[src/design/dtw_cfg.svh]
`ifndef DTW_CFG_SVH
`define DTW_CFG_SVH
// register byte offsets
`define DTW_CTRL_OFS 12'h000
`define DTW_DEAD_OFS 12'h004
`define DTW_STAT_OFS 12'h008
// control register fields
`define DTW_MODE_LSB 0
`define DTW_POL_LSB 4
`define DTW_GATE_LSB 8
`define DTW_DIV_LSB 12
// mode encodings
`define DTW_MODE_CMP_DEAD 3'h4
`define DTW_MODE_PG_DEAD 3'h7
// gate source encodings
`define DTW_GATE_OFF 2'h0
`define DTW_GATE_ZERO 2'h1
`define DTW_GATE_ONE 2'h2
`define DTW_GATE_OR 2'h3
// reset values
`define DTW_CTRL_RST 16'h0000
`define DTW_DEAD_RST 16'h0000
`endif

[src/design/dtw_pkg.sv]
package dtw_pkg;
  typedef struct packed {
    logic [2:0] clk_div;
    logic [1:0] gate_source_sel;
    logic [1:0] output_polarity_sel;
    logic [2:0] operating_mode_sel;
  } dtw_ctrl_t;
  typedef struct packed {
    logic wave_out_zero;
    logic wave_out_one;
  } dtw_pair_t;
  typedef enum logic {DTW_IDLE, DTW_DELAY} dtw_phase_t;
endpackage : dtw_pkg

[src/design/dtw_top.sv]
`timescale 1ns/1ps
`include "dtw_cfg.svh"
module dtw_top
  import dtw_pkg::*;
#(
  parameter int DEAD_W = 16
) (
  // clock, reset, enable
  input wire logic hclk,
  input wire logic hresetn,
  input wire logic clk_en,
  // ahb-lite slave
  input wire logic hsel,
  input wire logic [11:0] haddr,
  input wire logic [1:0] htrans,
  input wire logic hwrite,
  input wire logic [2:0] hsize,
  input wire logic [31:0] hwdata,
  input wire logic hready,
  output logic hreadyout,
  output logic hresp,
  output logic [31:0] hrdata,
  // sources from compare unit and pulse generator
  input wire logic compare_sig_zero,
  input wire logic compare_sig_one,
  input wire logic pulse_gen_input,
  // waveform outputs
  output logic wave_out_zero,
  output logic wave_out_one,
  output logic pulse_gen_gate_out
);

  // polarity applied to a normal-polarity pair
  function automatic dtw_pair_t apply_pol(input logic [1:0] pol, input logic n0, input logic n1);
    dtw_pair_t p;
    p.wave_out_zero = n0 ^ pol[0];
    p.wave_out_one = n1 ^ (pol[0] ^ pol[1]);
    return p;
  endfunction : apply_pol

  // true on cycles where the prescaler lets the timer step
  function automatic logic div_tick(input logic [2:0] dv, input logic [6:0] pre);
    logic [6:0] mask;
    mask = 7'((8'h01 << dv) - 8'h01);
    return (pre & mask) == 7'h00;
  endfunction : div_tick

  dtw_ctrl_t ctrl_q;
  logic [DEAD_W-1:0] dead_q;
  logic [DEAD_W-1:0] cnt_q;
  dtw_phase_t phase_q;
  logic [6:0] pre_q;
  logic src_q;
  logic n0_q;
  logic n1_q;
  logic n0_d;
  logic n1_d;
  logic wr_pend_q;
  logic [11:0] wr_addr_q;
  logic [31:0] rdata_d;
  logic wr_ctrl;
  logic wr_dead;
  logic addr_ok;
  logic cmp_mode;
  logic pg_mode;
  logic dead_mode;
  logic src;
  logic edge_det;
  logic tick;
  logic expire;
  logic preset;
  logic [2:0] new_mode;
  logic new_dead_mode;
  logic new_src;
  dtw_pair_t pair_d;

  // bus decode
  assign addr_ok = hsel & hready & htrans[1];
  assign wr_ctrl = wr_pend_q & (wr_addr_q == `DTW_CTRL_OFS);
  assign wr_dead = wr_pend_q & (wr_addr_q == `DTW_DEAD_OFS);

  assign cmp_mode = ctrl_q.operating_mode_sel == `DTW_MODE_CMP_DEAD;
  assign pg_mode = ctrl_q.operating_mode_sel == `DTW_MODE_PG_DEAD;
  assign dead_mode = cmp_mode | pg_mode;
  // compare one feeds compare mode, pulse input feeds pulse mode
  assign src = cmp_mode ? compare_sig_one : pulse_gen_input;

  assign new_mode = hwdata[`DTW_MODE_LSB +: 3];
  assign new_dead_mode = (new_mode == `DTW_MODE_CMP_DEAD) || (new_mode == `DTW_MODE_PG_DEAD);
  assign new_src = (new_mode == `DTW_MODE_CMP_DEAD) ? compare_sig_one : pulse_gen_input;
  assign preset = wr_ctrl & new_dead_mode;

  assign edge_det = dead_mode & (src != src_q);
  assign tick = div_tick(ctrl_q.clk_div, pre_q);
  assign expire = (phase_q == DTW_DELAY) & tick & (cnt_q <= DEAD_W'(1));

  // address phase: capture writes, prepare read data
  always_ff @(posedge hclk or negedge hresetn) begin
    if (!hresetn) begin
      wr_pend_q <= 1'b0;
      wr_addr_q <= 12'h000;
    end else if (clk_en) begin
      wr_pend_q <= addr_ok & hwrite;
      wr_addr_q <= haddr;
    end
  end

  always_comb begin
    rdata_d = 32'h0000_0000;
    case (haddr)
      `DTW_CTRL_OFS: begin
        rdata_d[`DTW_MODE_LSB +: 3] = ctrl_q.operating_mode_sel;
        rdata_d[`DTW_POL_LSB +: 2] = ctrl_q.output_polarity_sel;
        rdata_d[`DTW_GATE_LSB +: 2] = ctrl_q.gate_source_sel;
        rdata_d[`DTW_DIV_LSB +: 3] = ctrl_q.clk_div;
      end
      `DTW_DEAD_OFS: rdata_d[DEAD_W-1:0] = dead_q;
      `DTW_STAT_OFS: begin
        rdata_d[0] = wave_out_zero;
        rdata_d[1] = wave_out_one;
        rdata_d[2] = pulse_gen_gate_out;
        rdata_d[3] = phase_q == DTW_DELAY;
        rdata_d[16 +: DEAD_W] = cnt_q;
      end
      default: rdata_d = 32'h0000_0000;
    endcase
  end

  always_ff @(posedge hclk or negedge hresetn) begin
    if (!hresetn) begin
      hrdata <= 32'h0000_0000;
      hreadyout <= 1'b1;
      hresp <= 1'b0;
    end else if (clk_en) begin
      hreadyout <= 1'b1;
      hresp <= 1'b0;
      if (addr_ok & ~hwrite) begin
        hrdata <= rdata_d;
      end
    end
  end

  // software registers
  always_ff @(posedge hclk or negedge hresetn) begin
    if (!hresetn) begin
      ctrl_q <= dtw_ctrl_t'(`DTW_CTRL_RST);
      dead_q <= DEAD_W'(`DTW_DEAD_RST);
    end else if (clk_en) begin
      if (wr_ctrl) begin
        ctrl_q.operating_mode_sel <= new_mode;
        ctrl_q.output_polarity_sel <= hwdata[`DTW_POL_LSB +: 2];
        ctrl_q.gate_source_sel <= hwdata[`DTW_GATE_LSB +: 2];
        ctrl_q.clk_div <= hwdata[`DTW_DIV_LSB +: 3];
      end
      if (wr_dead) begin
        dead_q <= hwdata[DEAD_W-1:0];
      end
    end
  end

  // prescaler restarts with each timer load so the first step is a full tick
  always_ff @(posedge hclk or negedge hresetn) begin
    if (!hresetn) begin
      pre_q <= 7'h00;
    end else if (clk_en) begin
      if (edge_det | preset) begin
        pre_q <= 7'h01;
      end else begin
        pre_q <= pre_q + 7'h01;
      end
    end
  end

  // source history for edge detection
  always_ff @(posedge hclk or negedge hresetn) begin
    if (!hresetn) begin
      src_q <= 1'b0;
    end else if (clk_en) begin
      src_q <= preset ? new_src : src;
    end
  end

  // dead-time timer
  always_ff @(posedge hclk or negedge hresetn) begin
    if (!hresetn) begin
      phase_q <= DTW_IDLE;
      cnt_q <= '0;
    end else if (clk_en) begin
      if (preset || !dead_mode) begin
        phase_q <= DTW_IDLE;
        cnt_q <= '0;
      end else if (edge_det) begin
        // an edge while counting reloads, so a short pulse never reaches the late output
        cnt_q <= dead_q;
        phase_q <= (dead_q == '0) ? DTW_IDLE : DTW_DELAY;
      end else if (phase_q == DTW_DELAY && tick) begin
        cnt_q <= cnt_q - DEAD_W'(1);
        if (expire) begin
          phase_q <= DTW_IDLE;
        end
      end
    end
  end

  // next normal-polarity pair; the output flops load it with polarity applied,
  // so a source edge reaches the pins one cycle after the source moves
  always_comb begin
    n0_d = n0_q;
    n1_d = n1_q;
    if (preset) begin
      n0_d = new_src;
      n1_d = ~new_src;
    end else if (!dead_mode) begin
      n0_d = 1'b0;
      n1_d = 1'b0;
    end else if (edge_det) begin
      if (src) begin
        n1_d = 1'b0;
        n0_d = (dead_q == '0);
      end else begin
        n0_d = 1'b0;
        n1_d = (dead_q == '0);
      end
    end else if (expire) begin
      n0_d = src_q;
      n1_d = ~src_q;
    end
  end

  // normal-polarity pair
  always_ff @(posedge hclk or negedge hresetn) begin
    if (!hresetn) begin
      n0_q <= 1'b0;
      n1_q <= 1'b0;
    end else if (clk_en) begin
      n0_q <= n0_d;
      n1_q <= n1_d;
    end
  end

  // polarity for the preset and for running updates
  always_comb begin
    if (preset) begin
      pair_d = apply_pol(hwdata[`DTW_POL_LSB +: 2], n0_d, n1_d);
    end else if (!dead_mode) begin
      pair_d = '0;
    end else begin
      pair_d = apply_pol(ctrl_q.output_polarity_sel, n0_d, n1_d);
    end
  end

  // output flops load together with the internal pair
  always_ff @(posedge hclk or negedge hresetn) begin
    if (!hresetn) begin
      wave_out_zero <= 1'b0;
      wave_out_one <= 1'b0;
    end else if (clk_en) begin
      wave_out_zero <= pair_d.wave_out_zero;
      wave_out_one <= pair_d.wave_out_one;
    end
  end

  // gate output
  always_ff @(posedge hclk or negedge hresetn) begin
    if (!hresetn) begin
      pulse_gen_gate_out <= 1'b0;
    end else if (clk_en) begin
      if (!pg_mode) begin
        pulse_gen_gate_out <= 1'b0;
      end else begin
        case (ctrl_q.gate_source_sel)
          `DTW_GATE_ZERO: pulse_gen_gate_out <= compare_sig_zero;
          `DTW_GATE_ONE: pulse_gen_gate_out <= compare_sig_one;
          `DTW_GATE_OR: pulse_gen_gate_out <= compare_sig_zero | compare_sig_one;
          default: pulse_gen_gate_out <= 1'b0;
        endcase
      end
    end
  end

endmodule : dtw_top

[config.mk]
export PLATFORM = sky130hd
export DESIGN_NAME = dtw_top
export DESIGN_NICKNAME = d
export VERILOG_FILES = /design/src/design/dtw_pkg.sv /design/src/design/dtw_top.sv
export VERILOG_INCLUDE_DIRS = /design/src /design/src/design
export SDC_FILE = /design/constraint.sdc
export NUM_CORES = 1
export LEC_CHECK = 0
export BUFFER_PORTS_ARGS = -buffer_cell sky130_fd_sc_hd__buf_2
export CORE_MARGIN = 3
export CORE_UTILIZATION = 60
export CTS_BUF_LIST = sky130_fd_sc_hd__clkbuf_4 sky130_fd_sc_hd__clkbuf_8 sky130_fd_sc_hd__clkbuf_16
export DETAILED_ROUTE_END_ITERATION = 12
export PLACE_DENSITY = 0.86
export SKIP_CTS_REPAIR_TIMING = 1
export SLEW_MARGIN = 20
export SYNTH_ARGS = -nofsm -noshare
export SYNTH_HDL_FRONTEND = slang
export SYNTH_SLANG_ARGS = --single-unit
export TNS_END_PERCENT = 10
[constraint.sdc]
create_clock -name hclk -period 4.5 [get_ports hclk]
set_input_delay 0.45 -clock hclk [delete_from_list [all_inputs] [get_ports hclk]]
set_output_delay 0.45 -clock hclk [all_outputs]
set_load 0.1 [all_outputs]
* Yosys cells after proc, flatten, opt, wreduce, memory -nomap -nowiden
Index checks and enable logic that the tools add are counted.
** Operators by class
- Add/sub/neg operators :: 3
- Order comparisons :: 1
- Eq/ne operators :: 11
- Shifts and indexed selects :: 1
- Muxes and demuxes :: 35
- Bitwise gates (word level) :: 23
- Reductions and logical operators :: 15
** Operators by type and width (number)
- $mux W16 :: 4
- $eq A12 B3 Y1 const B :: 2
- $logic_not A12 Y1 :: 2
- $mux W1 :: 20
- $le A16 B1 Y1 const B :: 1
- $logic_not A16 Y1 :: 1
- $sub A16 B1 Y16 const B :: 1
- $eq A12 B4 Y1 const B :: 1
- $eq A3 B3 Y1 const B :: 4
- $and A1 B1 Y1 :: 10
- $pmux W3 S3 :: 1
- $mux W2 :: 4
- $pmux W2 S2 :: 2
- $reduce_and A2 Y1 :: 4
- $add A7 B1 Y7 const B :: 1
- $and A7 B7 Y7 :: 1
- $logic_not A7 Y1 :: 1
- $mux W7 :: 1
- $shl A1 B3 Y7 const A :: 1
- $sub A7 B1 Y7 const B :: 1
- $pmux W3 S2 :: 1
- $reduce_bool A3 Y1 :: 2
- $xor A1 B1 Y1 :: 6
- $eq A2 B2 Y1 const B :: 2
- 10 further kinds :: 15
** Word-level totals
- Bits in registers :: 101
- Output and inout bits :: 37

* Longest topological paths before layout
- Word-level depth :: 13
- Depth in mapped cells :: 12

* Least setup slack after synthesis
Ideal clock, no wire load.
- Path kind :: register to register
- Start :: register ctrl_q[8] in the netlist's numbering
- End :: register wave_out_one
- Setup time :: 0.126 ns
- Data arrival time :: 2.540 ns
- Data required time :: 4.374 ns
- Setup slack :: 1.834 ns
- Cell stages (with the launch flop) :: 12
- Buffers on the path :: 1
- Period minus slack after synthesis :: 2.666 ns
- Cell sequence :: dfrtp_1 > clkbuf_1 > or3_1 > ha_1 > nand3_1 > o21ai_0 > o21ai_0 > nand4_1 > mux2i_1 > o21ai_2 > mux2_1 > a311o_1
** On the way
- Cells in the longest elaborated chain, start to end :: 13
- Elaborated cells on any way between the ends :: 14
** Ends and longest elaborated chain
- start: declaration :: RTL line dtw_top.sv:48 : dtw_ctrl_t ctrl_q;
- start signal: assignment :: RTL line dtw_top.sv:146 : ctrl_q <= dtw_ctrl_t'(`DTW_CTRL_RST);
- $shl A1 B3 Y7 * :: RTL line dtw_top.sv:44 : mask = 7'((8'h01 << dv) - 8'h01);
- $sub A7 B1 Y7 * :: RTL line dtw_top.sv:44
- $and A7 B7 Y7 * :: RTL line dtw_top.sv:45 : return (pre & mask) == 7'h00;
- $logic_not A7 Y1 * :: RTL line dtw_top.sv:45
- $and A1 B1 Y1 * (2 in series) :: RTL line dtw_top.sv:95 : assign expire = (phase_q == DTW_DELAY) & tick & (cnt_q <= DEAD_W'(1));
- $mux W1 * :: RTL line dtw_top.sv:224 : end else if (expire) begin
- $mux W1 * :: RTL line dtw_top.sv:216 : end else if (edge_det) begin
- $mux W1 * :: RTL line dtw_top.sv:213 : end else if (!dead_mode) begin
- $mux W1 * :: RTL line dtw_top.sv:210 : if (preset) begin
- $xor A1 B1 Y1 :: RTL line dtw_top.sv:37 : p.wave_out_one = n1 ^ (pol[0] ^ pol[1]);
- $mux W2 :: RTL line dtw_top.sv:245 : end else if (!dead_mode) begin
- $mux W2 * :: RTL line dtw_top.sv:243 : if (preset) begin
- end signal: assignment :: RTL line dtw_top.sv:259 : wave_out_one <= pair_d.wave_out_one;
- end: declaration :: RTL line dtw_top.sv:29 : output logic wave_out_one,
Every way passes the cells marked *; elsewhere a longest branch is shown, timed or not.
A chain may end at the register's enable or synchronous reset.

* Final worst setup path
- Start :: register ctrl_q[1] in the netlist's numbering
- End :: register wave_out_one
** On the way
- Cells in the longest elaborated chain, start to end :: 10
- Elaborated cells on any way between the ends :: 14
** Ends and longest elaborated chain
- $eq A3 B3 Y1 (no source line)
- $mux W1 :: RTL line dtw_top.sv:86 : assign src = cmp_mode ? compare_sig_one : pulse_gen_input;
- $ne A1 B1 Y1 :: RTL line dtw_top.sv:93 : assign edge_det = dead_mode & (src != src_q);
- $and A1 B1 Y1 :: RTL line dtw_top.sv:93
- $mux W1 :: RTL line dtw_top.sv:216
- $mux W1 :: RTL line dtw_top.sv:213
- $mux W1 :: RTL line dtw_top.sv:210
- $xor A1 B1 Y1 :: RTL line dtw_top.sv:37
- $mux W2 :: RTL line dtw_top.sv:245
- $mux W2 * :: RTL line dtw_top.sv:243
Marks and branches as above.

==> metrics.md <==
| Metric | Value |
|---|---|
| Layout cells sized above 1 | between 20% and 30% |
| Setup_tns | 0 ps |
| DIE AREA | around 0.0093 sq mm |
| Asr flop ratio synth | between 90% and 100% |
| Number of diodes | 0 |
| Area grow syn2layout | 12.7% |
| Chip Width | 96.4 um |
| CTS tree | built |
| Vias in the first global route | 3,801 |
| Yosys top cell by area | dfrtp_1 |
| Clk root buf | clkbuf_8 |
| Syn Nets | 541 |
| Tightest Pin Transition | roughly 960 ps |
| Initial Util | a little over three fifths |
| Clock Skew | ~13 ps |
| Gate power share | between 15 and 20% |
| Req. time, crit path | 4760 ps |
| Sequential fraction of the synthesis area | approximately half |
| Vias/cell | between 6 and 7 |
| Core ar. | 0.00785 sq mm |
| RSZ-0062 raised after global routing | false |
| Total track usage | 27.0% |
| WL final | roughly 12 mm |
| CP Capture Type | register |
| Remaining DRCs | 0 |
| Core Util, Final | 70.4% |
| Placer Congestion | between 0.9 and 1 |
| Clk slew on worst S/H paths | 100 ps |
| Mapped Area | between 0.004 and 0.005 sq mm |
| Cell Pwr Density | approximately 360 mW/mm^2 |
| Final instance area | roughly 0.0055 sq mm |
| Worst min-delay path class | in -> async |
| Headroom to the max-slew limit | around 36% |
| Synth Instances | approximately 480 |
| Net Sw Frac | 30.6% |
| Max H-tree Level | 3 |
| Fmax | 319 MHz |
| Crit Path Max Fanout | 19 |
| Area share of fa/ha/maj cells after synthesis | around 1% |
| Simple-Gate Fraction of Synth Area | 14.2% |
| Pin count of the biggest net entering global routing | between 50 and 60 |
| Clock power frac | a little under a third |
| Synth area leaders | dfrtp_1, mux2_2, o21ai_0 |
| Gr ovfl total | 0 |
| Final period utilization | ~70% |
| Finish-stage setup viols | 0 |
| Post-synthesis xor/xnor area fraction | between 1.5 and 2% |
| Leakage | roughly 2.6 nW |
| Yosys top cell area share | between 50 and 60% |
| Peak VDD IR | 0.241 mV |
| CTS Buf Count | 9 |
| Critical Path AT | ~3400 ps |
| Startpoint Class | register |
| Post-synthesis mux area share | between 10% and 20% |
| Fin. Hold Viols | 0 |
| Dpl hpwl | 8.20 mm |
| Num rows | 32 |
| Clk Latency, worst-skew pair | ~370 ps |
| Layout Nets | 600 |
| Routed len/inst | 18.1 um |
| Syn_area_per_cell | 10.2 sq um |
| First-pass iteration count of the detailed router | 5 |
| Final ANT Viol Nets | 0 |
| Top_reg_cell synth | dfrtp_1 |
| Status | finished, final reports clean |
| Fin crit period | about 3100 ps |
| Sw Pwr | just over 0.6 mW |
| EDFF count, synth | 0 |
| First-iteration detailed-routing DRC count | between 300 and 400 |
| Largest family of logic cells by synthesized area | compound AO/OA/AOI/OAI gates |
| Synth Register Bits | about 100 |
| IO Count | 95 |
| Yosys cell types | 52 |
| I/O Buffers | 72 |
| Sequential group share of total power | a little over half |
| Top cells by count, synth | dfrtp_1, o21ai_0, nand2_1 |
| Internal power | 1.37 mW |
| Max Slew Vio Count | 0 |
| Via count | 4,096 |
| Initial antenna violation count | 0 |
| Kind of critical path | reg -> reg |
| # clock sinks | ~100 |
| Placed Area | 0.00531 sq mm |
| Top-count cell post-synth | dfrtp_1 |
| Compound-Gate Fraction of Synth Area | roughly 17% |
| Yosys warns | 0 |
| Maximum clock path buffer count | 2 |
| Die H | 96.4 um |
| First-pass GRT wire length | about 19 mm |
| Max cap viols | 0 |
==> per-stage QoR <==
step           total power, mW  hold slack (ps)  std cells  setup slack, ps
2_1_floorplan             1.27              154        479             1830
3_3_place_gp              1.36              455        629             1570
3_5_place_dp              1.38              466        629             1430
4_1_cts                   1.97              139        645             1420
5_1_grt                   2.07              168        645             1150
6_report                  1.97             98.9        645             1360
==> power by group through the flow <==
stage | Sequential (mW) | Combinational, mW | Clock (mW)
4_1_cts | 1.05 | 0.324 | 0.605
3_3_place_gp | 1.06 | 0.303 | 0
6_report | 1.05 | 0.328 | 0.598
3_5_place_dp | 1.06 | 0.319 | 0
5_1_grt | 1.06 | 0.370 | 0.648
2_1_floorplan | 1.04 | 0.229 | 0
==> state kept, by name, summed over array words and instances (netlist names) <==
signal and cells:
hrdata 32, cnt_q 16, dead_q 16, wr_addr_q 12, ctrl_q 10, pre_q 7
n0_q 1, n1_q 1, phase_q 1, pulse_gen_gate_out 1, src_q 1, wave_out_one 1
wave_out_zero 1, wr_pend_q 1
==> final timing paths <==
path | start | endpoint | slack [ps] | cells past startpoint
max in group asynchronous | hresetn | n1_q | 3350 | 2
max | ctrl_q[1] | wave_out_one | 1360 | 8
max reg2reg | ctrl_q[1] | wave_out_one | 1360 | 8
min | hresetn | hrdata[7] | 100 | 1
min in group hclk | hwdata[6] | dead_q[6] | 300 | 2
min reg2reg | hrdata[13] | hrdata[13] | 490 | 2
==> final cells by class <==
cell class              count  area [sq um]
clock inverters             6          70.1
well taps                 102           128
inverters                  11          41.3
clock buffers              10           138
repair buffers             77           400
multi-input cells         338          2220
flip-flops and latches    101          2530
fillers                   618          2320
==> logic make-up after synthesis <==
logic type,Yosys count
DFF,101
other,2
buffers and inverters,40
xor gates and xnor gates,10
AOI/OAI and AO/OA,129
adders and majority gates,4
and+or+nand+nor,144
muxes,49
==> critical path: stages (launching register included) <==
cell	delay, ps
dfrtp_1	460
nor3b_2	250
mux2i_2	340
xnor2_1	250
or2_0	390
nand2_2	330
o21ai_2	320
mux2_1	350
a311o_1	320
==> layout by cell type (no fill, tap or decap), types with 2 or more instances in the layout <==
master      netlist  routed
nor4_1           10       9
dfrtp_1         101     101
xnor2_1           7       7
o22ai_1           2       2
a32oi_1           6       6
xor2_1            3       3
mux2i_1           7       7
o31ai_1           4       4
nor3_1           10      10
mux2_2           39      39
clkbuf_8          0      10
mux2_1            2       2
o211ai_1          2       2
clkinvlp_4        0       2
nor2b_1           4       4
buf_2             5      71
a21oi_1          22      22
nor4b_1           3       3
o21ai_0          45      45
and2_1            2       2
o2bb2ai_1         2       2
nand2b_1          3       3
or3_1             6       6
buf_4             2       6
nand2_1          44      44
a22oi_1          12      12
nand3b_1          2       2
inv_1            11      11
a22o_1           16      16
conb_1            2       2
and3_1            2       2
nor2_1           36      35
ha_1              4       4
o22a_1            3       3
nand3_1           9       9
o21ai_1           7       7
nand4_1           7       7
==> per-layer routing <==
layer | wire [um] | GRT usage, % | vias to the layer above
li1 | - | - | 1862
met1 | 4790 | 36.9 | 2001
met2 | 5670 | 43.2 | 212
met3 | 963 | 4.57 | 21
met4 | 255 | 10.4 | 0
met5 | 0 | 0 | -
No activity file was read; power rests on OpenSTA's default activity.
